[src/hw/tss_pkg.sv]
// Package: register map, field layout and encodings of the transmit source
package tss_pkg;

	// ----------------------------------------------------------------
	// Register map (printed offset 0x0B is not a multiple of four)
	// ----------------------------------------------------------------
	localparam logic [7:0]  TX_MODE_IDX      = 8'h0B;
	localparam logic [11:0] TX_MODE_ADDR     = {2'h0, TX_MODE_IDX, 2'h0};
	localparam logic [11:0] SYM_STAT_ADDR    = 12'h040;
	localparam logic [11:0] PULSE_PER_ADDR   = 12'h044;
	localparam logic [7:0]  TX_MODE_RST      = 8'h00;
	localparam logic [15:0] PULSE_PER_RST    = 16'h0000;
	localparam logic [31:0] RD_ZERO          = 32'h0000_0000;

	// ----------------------------------------------------------------
	// Field positions of the transmitter mode control register
	// ----------------------------------------------------------------
	localparam int SRC_LSB   = 0;
	localparam int SRC_MSB   = 2;
	localparam int POLY_BIT  = 3;
	localparam int MUTE_BIT  = 4;
	localparam int PLVL_LSB  = 5;
	localparam int PLVL_MSB  = 6;
	localparam int MODE_W    = 7;

	// ----------------------------------------------------------------
	// Scrambler taps and line levels
	// ----------------------------------------------------------------
	localparam int LFSR_LEN   = 23;
	localparam int TAP_REMOTE = 18;
	localparam int TAP_LOCAL  = 5;

	// Line level as signed 3-bit: -3,-1,0,+1,+3
	localparam logic [2:0] LVL_ZERO = 3'h0;
	localparam logic [2:0] LVL_P1   = 3'h1;
	localparam logic [2:0] LVL_P3   = 3'h3;
	localparam logic [2:0] LVL_M1   = 3'h7;
	localparam logic [2:0] LVL_M3   = 3'h5;

	// Source select codes
	typedef enum logic [2:0] {
		SRC_PULSE    = 3'h0,
		SRC_LOOP     = 3'h1,
		SRC_RAW4     = 3'h2,
		SRC_ONES4    = 3'h3,
		SRC_RSVD     = 3'h4,
		SRC_SCR4     = 3'h5,
		SRC_RAW2     = 3'h6,
		SRC_ONES2    = 3'h7
	} tss_src_t;

	// Map sign and magnitude to a line level
	function automatic logic [2:0] tss_quat(input logic sgn, input logic mag);
		logic [2:0] lvl;
		lvl = LVL_ZERO;
		unique case ({sgn, mag})
			2'b10: lvl = LVL_P3;
			2'b11: lvl = LVL_P1;
			2'b00: lvl = LVL_M3;
			2'b01: lvl = LVL_M1;
		endcase
		return lvl;
	endfunction

endpackage

[src/hw/tss_scr_if.sv]
// Interface: scrambler request and result between the top and the LFSR
`timescale 1ns/1ps
interface tss_scr_if;
	logic       step;
	logic       single;
	logic       remote;
	logic [1:0] din;
	logic [1:0] dout;

	// Single asks for one scrambler bit per symbol instead of two
	modport ctrl (output step, output single, output remote, output din,
		input dout);
	modport scr  (input step, input single, input remote, input din,
		output dout);
endinterface

[src/hw/tss_scrambler.sv]
// Self-synchronising transmit scrambler, two bits or one per symbol
`timescale 1ns/1ps
module tss_scrambler
	import tss_pkg::*;
(
	// Clock and reset
	input  wire logic ref_clk,
	input  wire logic rst,
	// Request and result
	tss_scr_if.scr    sif
);

	logic [LFSR_LEN-1:0] hist_ff;
	logic [LFSR_LEN-1:0] nxt_hist;
	logic [1:0]          scr_bits;

	// ----------------------------------------------------------------
	// Scramble: sign bit first (older), then magnitude bit
	// ----------------------------------------------------------------
	always_comb begin
		logic [LFSR_LEN-1:0] h;
		logic [LFSR_LEN-1:0] h_one;
		h = hist_ff;
		h_one = hist_ff;
		scr_bits = 2'h0;
		for (int i = 1; i >= 0; i--) begin
			scr_bits[i] = sif.din[i] ^ h[LFSR_LEN-1] ^
				(sif.remote ? h[TAP_REMOTE-1] : h[TAP_LOCAL-1]);
			h = {h[LFSR_LEN-2:0], scr_bits[i]};
			if (i == 1) begin
				h_one = h;
			end
		end
		// symbol rate run keeps only the sign bit
		nxt_hist = hist_ff;
		if (sif.step) begin
			nxt_hist = sif.single ? h_one : h;
		end
	end

	// History holds only while no symbol is scrambled
	always_ff @(posedge ref_clk or posedge rst) begin
		if (rst) begin
			hist_ff <= '0;
		end else begin
			hist_ff <= nxt_hist;
		end
	end

	assign sif.dout = scr_bits;
endmodule

[src/hw/tss_top.sv]
// Transmit symbol source selector and scrambler with APB registers
//
// Summary of operation
// - Pulse level code selects -3,-1,+3,+1
// - Mute bit forces output level zero
// - Remote select picks taps 23/18, else 23/5
// - Source modes reach the line only while unmuted; the scrambler still steps on every symbol
// - Code 000 sends pulses at timer period
// - Code 001 scrambles detector decisions back
// - Code 010 sends channel bits unscrambled
// - Code 011 sends scrambled constant ones
// - Code 101 scrambles channel bits and sends
// - Code 110 sends sign only, magnitude zero
`timescale 1ns/1ps
module tss_top
	import tss_pkg::*;
#(
	parameter int PER_W = 16
)(
	// Clock and reset
	input  wire logic        ref_clk,
	input  wire logic        rst,
	// APB slave
	input  wire logic        psel,
	input  wire logic        penable,
	input  wire logic        pwrite,
	input  wire logic [11:0] paddr,
	input  wire logic [31:0] pwdata,
	output logic             pready,
	output logic [31:0]      prdata,
	output logic             pslverr,
	// Symbol stream
	input  wire logic        sym_tick,
	input  wire logic        ch_sign,
	input  wire logic        ch_mag,
	input  wire logic        det_sign,
	input  wire logic        det_mag,
	// Transmit DAC
	output logic [2:0]       tx_level,
	output logic             tx_valid
);

	// ----------------------------------------------------------------
	// Declarations
	// ----------------------------------------------------------------
	logic [MODE_W-1:0] mode_ff,   nxt_mode;
	logic [PER_W-1:0]  per_ff,    nxt_per;
	logic [PER_W-1:0]  cnt_ff,    nxt_cnt;
	logic [2:0]        lvl_ff,    nxt_lvl;
	logic              vld_ff,    nxt_vld;
	logic              rdy_ff,    nxt_rdy;
	logic              err_ff,    nxt_err;
	logic [31:0]       rd_ff,     nxt_rd;
	logic              acc;
	logic              hit;
	tss_src_t          src;
	logic              mute;
	logic              pulse_now;
	logic [1:0]        scr_in;

	tss_scr_if scr_bus ();

	tss_scrambler u_scr (
		.ref_clk (ref_clk),
		.rst     (rst),
		.sif     (scr_bus)
	);

	assign src  = tss_src_t'(mode_ff[SRC_MSB:SRC_LSB]);
	assign mute = mode_ff[MUTE_BIT];

	// Address decode used only for the slave error flag; read and write paths compare paddr directly
	function automatic logic addr_ok(input logic [11:0] a);
		return (a == TX_MODE_ADDR) || (a == SYM_STAT_ADDR) ||
			(a == PULSE_PER_ADDR);
	endfunction

	// ----------------------------------------------------------------
	// APB slave: one wait state, answer in the second access cycle
	// ----------------------------------------------------------------
	assign acc = psel && penable && !rdy_ff;
	assign hit = addr_ok(paddr);

	always_comb begin
		nxt_mode = mode_ff;
		nxt_per  = per_ff;
		nxt_rdy  = acc;
		nxt_err  = acc && !hit;
		nxt_rd   = rd_ff;
		if (acc && pwrite && paddr == TX_MODE_ADDR) begin
			nxt_mode = pwdata[MODE_W-1:0];
		end
		if (acc && pwrite && paddr == PULSE_PER_ADDR) begin
			nxt_per = pwdata[PER_W-1:0];
		end
		if (acc && !pwrite) begin
			unique case (1'b1)
				paddr == TX_MODE_ADDR:
					nxt_rd = {25'h0, mode_ff};
				paddr == SYM_STAT_ADDR:
					nxt_rd = {28'h0, vld_ff, lvl_ff};
				paddr == PULSE_PER_ADDR:
					nxt_rd = {{(32-PER_W){1'b0}}, per_ff};
				default:
					nxt_rd = RD_ZERO;
			endcase
		end
	end

	always_ff @(posedge ref_clk or posedge rst) begin
		if (rst) begin
			mode_ff <= TX_MODE_RST[MODE_W-1:0];
			per_ff  <= PULSE_PER_RST[PER_W-1:0];
			rdy_ff  <= 1'b0;
			err_ff  <= 1'b0;
			rd_ff   <= RD_ZERO;
		end else begin
			mode_ff <= nxt_mode;
			per_ff  <= nxt_per;
			rdy_ff  <= nxt_rdy;
			err_ff  <= nxt_err;
			rd_ff   <= nxt_rd;
		end
	end

	assign pready  = rdy_ff;
	assign pslverr = err_ff;
	assign prdata  = rd_ff;

	// ----------------------------------------------------------------
	// Pulse period timer: continuous reload countdown on symbol ticks
	// ----------------------------------------------------------------
	// pulse spacing
	// A period of zero fires every symbol; the host owns the interval.
	assign pulse_now = (cnt_ff == '0);

	always_comb begin
		nxt_cnt = cnt_ff;
		if (src != SRC_PULSE || mute) begin
			nxt_cnt = per_ff;
		end else if (sym_tick) begin
			nxt_cnt = pulse_now ? per_ff : cnt_ff - 1'b1;
		end
	end

	always_ff @(posedge ref_clk or posedge rst) begin
		if (rst) begin
			cnt_ff <= '0;
		end else begin
			cnt_ff <= nxt_cnt;
		end
	end

	// ----------------------------------------------------------------
	// Scrambler feed: chosen input bits, stepped once per symbol
	// ----------------------------------------------------------------
	always_comb begin
		scr_in = {ch_sign, ch_mag};
		unique case (src)
			SRC_LOOP:  scr_in = {det_sign, det_mag};
			SRC_ONES4, SRC_ONES2: scr_in = 2'h3;
			default:   scr_in = {ch_sign, ch_mag};
		endcase
	end

	assign scr_bus.din    = scr_in;
	assign scr_bus.remote = mode_ff[POLY_BIT];
	assign scr_bus.step   = sym_tick;
	assign scr_bus.single = (src == SRC_ONES2);

	// ----------------------------------------------------------------
	// Output level selection
	// ----------------------------------------------------------------
	always_comb begin
		nxt_lvl = lvl_ff;
		nxt_vld = sym_tick;
		if (sym_tick) begin
			unique case (src)
				SRC_PULSE: begin
					unique case (mode_ff[PLVL_MSB:PLVL_LSB])
						2'h0: nxt_lvl = LVL_M3;
						2'h1: nxt_lvl = LVL_M1;
						2'h2: nxt_lvl = LVL_P3;
						2'h3: nxt_lvl = LVL_P1;
					endcase
					if (!pulse_now) begin
						nxt_lvl = LVL_ZERO;
					end
				end
				SRC_LOOP, SRC_ONES4, SRC_SCR4:
					nxt_lvl = tss_quat(scr_bus.dout[1], scr_bus.dout[0]);
				SRC_RAW4: nxt_lvl = tss_quat(ch_sign, ch_mag);
				SRC_RAW2: nxt_lvl = tss_quat(ch_sign, 1'b0);
				SRC_ONES2: nxt_lvl = tss_quat(scr_bus.dout[1], 1'b0);
				SRC_RSVD: nxt_lvl = LVL_ZERO;
			endcase
			if (mute) begin
				nxt_lvl = LVL_ZERO;
			end
		end
	end

	always_ff @(posedge ref_clk or posedge rst) begin
		if (rst) begin
			lvl_ff <= LVL_ZERO;
			vld_ff <= 1'b0;
		end else begin
			lvl_ff <= nxt_lvl;
			vld_ff <= nxt_vld;
		end
	end

	assign tx_level = lvl_ff;
	assign tx_valid = vld_ff;
endmodule

[config.mk]
export PLATFORM = sky130hd
export DESIGN_NAME = tss_top
export DESIGN_NICKNAME = d
export VERILOG_FILES = /design/src/hw/tss_pkg.sv /design/src/hw/tss_scr_if.sv /design/src/hw/tss_scrambler.sv /design/src/hw/tss_top.sv
export SDC_FILE = /design/constraint.sdc
export NUM_CORES = 1
export LEC_CHECK = 0
export BUFFER_PORTS_ARGS = -buffer_cell sky130_fd_sc_hd__buf_2
export CORE_UTILIZATION = 55
export CTS_CLUSTER_DIAMETER = 150
export DETAILED_ROUTE_END_ITERATION = 16
export GPL_ROUTABILITY_DRIVEN = 0
export PLACE_DENSITY_LB_ADDON = 0.12
export SYNTH_ARGS = -nofsm -noshare
export SYNTH_HDL_FRONTEND = slang
export SYNTH_SLANG_ARGS = --single-unit
[constraint.sdc]
create_clock -name ref_clk -period 2.8 [get_ports ref_clk]
set_input_delay 0.14 -clock ref_clk [delete_from_list [all_inputs] [get_ports ref_clk]]
set_output_delay 0.14 -clock ref_clk [all_outputs]
set_load 0.02 [all_outputs]
==> results of run 1 <==
[layout by cell type (no fill, tap or decap), drive strengths merged, types with 4 or more instances in the layout]
cell | netlist | layout
inv | 10 | 9
clkbuf | 15 | 11
dfrtp | 84 | 84
nor2 | 50 | 50
a211oi | 4 | 4
a21oi | 31 | 31
nor3 | 11 | 11
or3 | 5 | 5
ha | 5 | 5
mux2 | 27 | 27
o31ai | 4 | 4
mux2i | 25 | 25
buf | 24 | 69
or2 | 4 | 4
nor4 | 4 | 4
nand3 | 12 | 12
a22oi | 9 | 9
conb | 1 | 16
nand2 | 42 | 42
clkinv | 1 | 5
o21ai | 37 | 37
nand4 | 6 | 6
[path summary, 6_finish.rpt]
| path | endpoint | slack (ns) |
|---|---|---|
| worst max register to register | cnt_ff[9] | 0.45 |
| worst max-delay path | cnt_ff[9] | 0.45 |
| worst min register to register | prdata[8] | 0.48 |
| worst min-delay path | per_ff[12] | 0.02 |
| min in group asynchronous | cnt_ff[10] | 0.45 |
| max in group asynchronous | mode_ff[0] | 1.68 |
[registers in the layout (all words and copies together), names as in the netlist]
register / cells
tx_level: 3
mode_ff: 7
u_scr.hist_ff: 23
per_ff: 16
prdata: 16
cnt_ff: 16
pslverr: 1
tx_valid: 1
pready: 1
[final cells by class]
type	count	area, µm²	area share, %
multi-input combinational	326	2030	41.3
clock buffer	11	141	2.88
clock inverter	5	75.1	1.53
tap	102	128	2.60
inverter	11	42.5	0.866
timing repair buffer	70	393	8.00
sequential	84	2100	42.8
[worst max-delay path, stage by stage, from the launching register on]
cell     delay [ns]
dfrtp_1        0.42
inv_1          0.07
ha_1           0.18
nor3b_1        0.39
and2_1         0.30
and2_1         0.38
o21ai_0        0.16
a32oi_1        0.24
nand2_1        0.09
[synth_stat cells, types with 5 or more instances]
library cell and instances:
o21ai_0 33, nor2_1 48, clkbuf_1 15, inv_1 10
nand4_1 6, nand2_1 41, nand3_1 12, ha_1 5
mux2i_1 25, nor3_1 11, a22oi_1 9, a21oi_1 31
mux2_2 27, dfrtp_1 84, buf_4 18
[logic make-up (layout without fill, tap and decap cells)]
logic type	Yosys count	after routing	synth area share (%)
buffers and inverters	50	97	6.33
DFF	84	84	48.3
adders and majority gates	5	5	1.44
AOI/OAI and AO/OA	100	100	13.6
other	1	16	0.0862
xor gates and xnor gates	5	5	1.01
and+or+nand+nor	148	148	16.5
muxes	52	52	12.7
[power groups by stage]
stage          logic, W  clock network (W)  registers, W
6_report       0.000408           0.000930       0.00148
5_1_grt        0.000472            0.00101       0.00151
4_1_cts        0.000413           0.000956       0.00148
3_5_place_dp   0.000411                  0       0.00150
3_3_place_gp   0.000396                  0       0.00150
2_1_floorplan  0.000354                  0       0.00146
[stage by stage]
step / area, µm² / cells / total power, W / hold slack, ns / setup slack [ns]
final: 4910 / 609 / 0.00282 / 0.0191 / 0.453
after global routing: 4910 / 609 / 0.00299 / 0.00760 / 0.247
after global placement: 4680 / 592 / 0.00189 / 0.284 / 0.557
after floorplan: 4410 / 460 / 0.00181 / 0.171 / 0.495
after CTS: 4910 / 609 / 0.00285 / 0.00333 / 0.469
after detailed placement: 4680 / 592 / 0.00191 / 0.286 / 0.494
[repair_timing]
action / in CTS / in global routing
hold buffers: 1 / 0
setup buffers: 0 / 0
endpoints found under the hold margin: 42 / 0
[per-layer routing]
layer / routed length (µm) / GRT usage, %
met5: 0 / 0
met4: 105 / 8.60
met3: 409 / 3.28
met2: 4270 / 39.1
met1: 4020 / 31.5
==> impl_metrics.ini, run 1 <==
[outcome]
outcome = finished clean

[power_and_ir_drop]
p_seq_share_pct = 52.5
p_clk_share_pct = 33.0
p_per_area_nw_per_um2 = 574
p_sw_share_pct = 27.1
p_int_w = 0.00205
max-vdd-ir-drop_mv = 0.349
pwr-share-comb_pct = 14.5
p_sw_w = 0.000763
p_leak_nw = 2.39

[critical_path]
timing.rr.start = cnt_ff[0]
path_max_fanout = 9
required_ns = 3.02
crit_path_start = cnt_ff[0]
crit_type = register to register
arrival_ns = 2.57
reg2regPathDepth = 8
end_kind = register
start_kind = register

[route]
detail-route-antenna-nets = 0
drtIter0Drc = 184
routedWlPerCell_um = 14.5
route.detailed.drc = 0
firstDrtPassIters = 4
routed_wl_um = 8800
vias_per_cell = 5.59
via_count = 3405

[synthesis]
ys_seq_area_share_pct = 48.3
synth_top_area_share_pct = 48.3
synth_area_leaders = dfrtp_1, mux2_2, mux2i_1
synth-main-ff-cell = dfrtp_1
synth-seq-cells = 84
yosys_warnings = 0
syn_avg_cell_area_um2 = 9.77
synth_edf_count = 0
synthDistinctLibCells = 50
synth_area_um2 = 4350
synth-async-reset-ratio_pct = 100
postSynthCellCount = 445
synth_area_leader_cell = dfrtp_1

[clocking]
clkLatencyLatePin_ns = 0.34
htree_num_levels = 3
cts_root_buf = clkbuf_8
cts.repair.resized = 0
cts.clk_slew.worst_paths_ns = 0.08
clock_path_buffers = 2
cts_tree = yes
cts_inserted_buffers = 9
cts.sinks = 84

[floorplan]
die_area_um2 = 8270
fp.coreArea_um2 = 7690
initial_core_util_pct = 56.6
fp-row-count = 32
fp.dieW_um = 90.9
chipHeight_um = 90.9
ioPinCount = 92

[hold_path]
hp-start = pwdata[12]
hold_path_depth = 2
min_path_type = input port to register

[sta]
maxSlewViolCount = 0
max_clock_freq_ghz = 0.426
fin_crit_ns = 2.35
period_share_pct = 83.8
tightest_slew_ns = 0.753
rsz0062_at_grt = no
finalSetupViolCount = 0
slew_headroom_pct = 49.7
skew_ns = 0.00864
finalSetupTns_ns = 0
final_hold_viol_count = 0

[layout]
fin_nets = 561
drive_gt1_share_pct = 23.9
areaGrowthSynthToFinish_pct = 12.9
diodes = 0
fill_cells = 677
post-route-util_pct = 63.9

[placement]
port_buffers = 59
dp_hpwl_um = 6310

[global_route]
grt_overflow = 0
grt.total_usage_pct = 23.5
grt_pass1_wl_um = 15600
grt_max_degree = 48
grt_antenna_before_repair = 0
grt_pass1_vias = 3384

[run]
drv_cap = 0
(Power assumes the default switching activity.)
==> run 2: changes to the inputs <==
Clock period 2.8 ns to 2.4 ns, I/O delays scaled along.
==> run 2 against run 1 <==
Hold slack got worse by 0.0047 ns; utilization rose by 1.2 points; routed wire length rose by 2.4%; via count rose by 0.94%; register-to-register slack got worse by 0.24 ns; worst setup slack got worse by 0.24 ns; flip-flop and latch count did not move; clock skew fell by 0.0013 ns; critical endpoint is now cnt_ff[14].
==> impl_metrics.ini, run 2 (synthesis results as in run 1) <==
[global_route]
grt_pass1_vias = 3257
grt_overflow = 0
grt_pass1_wl_um = 15500
grt_max_degree = 60
grt.total_usage_pct = 23.4
grt_antenna_before_repair = 0

[route]
route.detailed.drc = 0
drtIter0Drc = 234
vias_per_cell = 5.54
detail-route-antenna-nets = 0
firstDrtPassIters = 4
routed_wl_um = 9020
routedWlPerCell_um = 14.5
via_count = 3437

[sta]
slew_headroom_pct = 63.1
max_clock_freq_ghz = 0.457
period_share_pct = 91.2
finalSetupViolCount = 0
rsz0062_at_grt = no
skew_ns = 0.00733
tightest_slew_ns = 0.553
final_hold_viol_count = 0
maxSlewViolCount = 0
finalSetupTns_ns = 0
fin_crit_ns = 2.19

[critical_path]
worst-path-stages = 6
critPathCapture = cnt_ff[14]
crit_family = simple AND/OR/NAND/NOR gates
path_buf_inv = 0
arrival_ns = 2.46
end_kind = register
crit_type = register to register
critPathMaxStageDelay_ns = 0.44
start_kind = register
r2r_slack_ns = 0.21
required_ns = 2.67
crit_path_start = cnt_ff[7]
crit_top_cell = o21ai_1
reg2regPathDepth = 6
crit_slowest_cell = dfrtp_1
path_max_fanout = 12
rr_endpoint = cnt_ff[14]
timing.rr.start = cnt_ff[7]
cp_cell_sequence = or3_4, nor4_4, nand2_2, o21ai_1, nand2_1, o21ai_1

[layout]
diodes = 0
drive_gt1_share_pct = 24.3
top_register = u_scr.hist_ff
final_common_cell = dfrtp_1
fin_nets = 572
post-route-util_pct = 65.1
largest_reg_flops = 23
fill_cells = 675
areaGrowthSynthToFinish_pct = 15.1
final_cell_mix = dfrtp_1, buf_2, nor2_1

[power_and_ir_drop]
p_leak_nw = 2.43
max-vdd-ir-drop_mv = 0.357
p_per_area_nw_per_um2 = 648

[floorplan]
chipHeight_um = 90.9
die_area_um2 = 8270
fp.dieW_um = 90.9
fp-row-count = 32
ioPinCount = 92
fp.coreArea_um2 = 7690
initial_core_util_pct = 56.6

[clocking]
cts_root_buf = clkbuf_8
htree_num_levels = 3
cts_tree = yes
clock_path_buffers = 2
cts.sinks = 84
clkLatencyLatePin_ns = 0.35
cts_inserted_buffers = 9
cts.clk_slew.worst_paths_ns = 0.08

[run]
drv_cap = 0

[outcome]
outcome = finished clean

[placement]
port_buffers = 59
dp_hpwl_um = 6250

[hold_path]
min_path_type = input port to register
hold_path_depth = 2
[run 2: repair_timing]
action                     CTS  global route
setup endpoints to repair    0            10
hold endpoints to repair    32             1
hold buffers                 8             1
buffers inserted             0             0
gates resized for setup      0             2
[run 2: worst min-delay path by stage]
stage	endpoint	slack, ns	from
final	per_ff[7]	0.01	pwdata[7]
after global routing	mode_ff[1]	0.003	pwdata[1]
after CTS	mode_ff[2]	0.0005	pwdata[2]
after detailed placement	u_scr.hist_ff[9]	0.14	rst
after global placement	u_scr.hist_ff[8]	0.14	rst
after floorplan	tx_valid	0.15	sym_tick
[run 2: worst reg2reg max path: cells and delay by family, from the launching register on]
family             cells  cell delay [ns]
and+or+nand+nor        4             1.21
DFF                    1             0.44
AOI/OAI and AO/OA      2             0.47
[run 2: power by group]
group	total [W]	switching [W]	internal [W]
sequential	0.00173	0.000162	0.00157
clock	0.00102	0.000490	0.000535
combinational	0.000490	0.000262	0.000227
[run 2: final cells by class]
cell class              instances  area, µm²  area share, %
inverters                      11       42.5          0.850
flip-flops and latches         84       2100           42.0
well taps                     102        128           2.55
clock buffers                  12        155           3.10
multi-input cells             326       2030           40.6
clock inverters                 4       47.5          0.950
repair buffers                 81        495           9.90
[run 2: per-stage QoR]
stage          std cells  instance area [µm²]  hold slack, ns  worst slack [ns]  total power (W)
2_1_floorplan        460                 4410           0.151             0.115          0.00212
3_3_place_gp         595                 4710           0.140             0.206          0.00221
3_5_place_dp         595                 4710           0.144             0.141          0.00224
4_1_cts              619                 4990        0.000525             0.117          0.00327
5_1_grt              620                 5000         0.00341            0.0756          0.00343
6_report             620                 5000          0.0144             0.211          0.00325
[run 2: layer usage]
metal	global-route usage [%]	wire [µm]	vias to the layer above	share of wire (%)
met4	8.86	143	0	1.6
met3	3.79	416	13	4.6
li1	-	-	1680	-
met1	31.5	4080	1658	45
met2	38.0	4380	86	49
met5	0	0	-	0
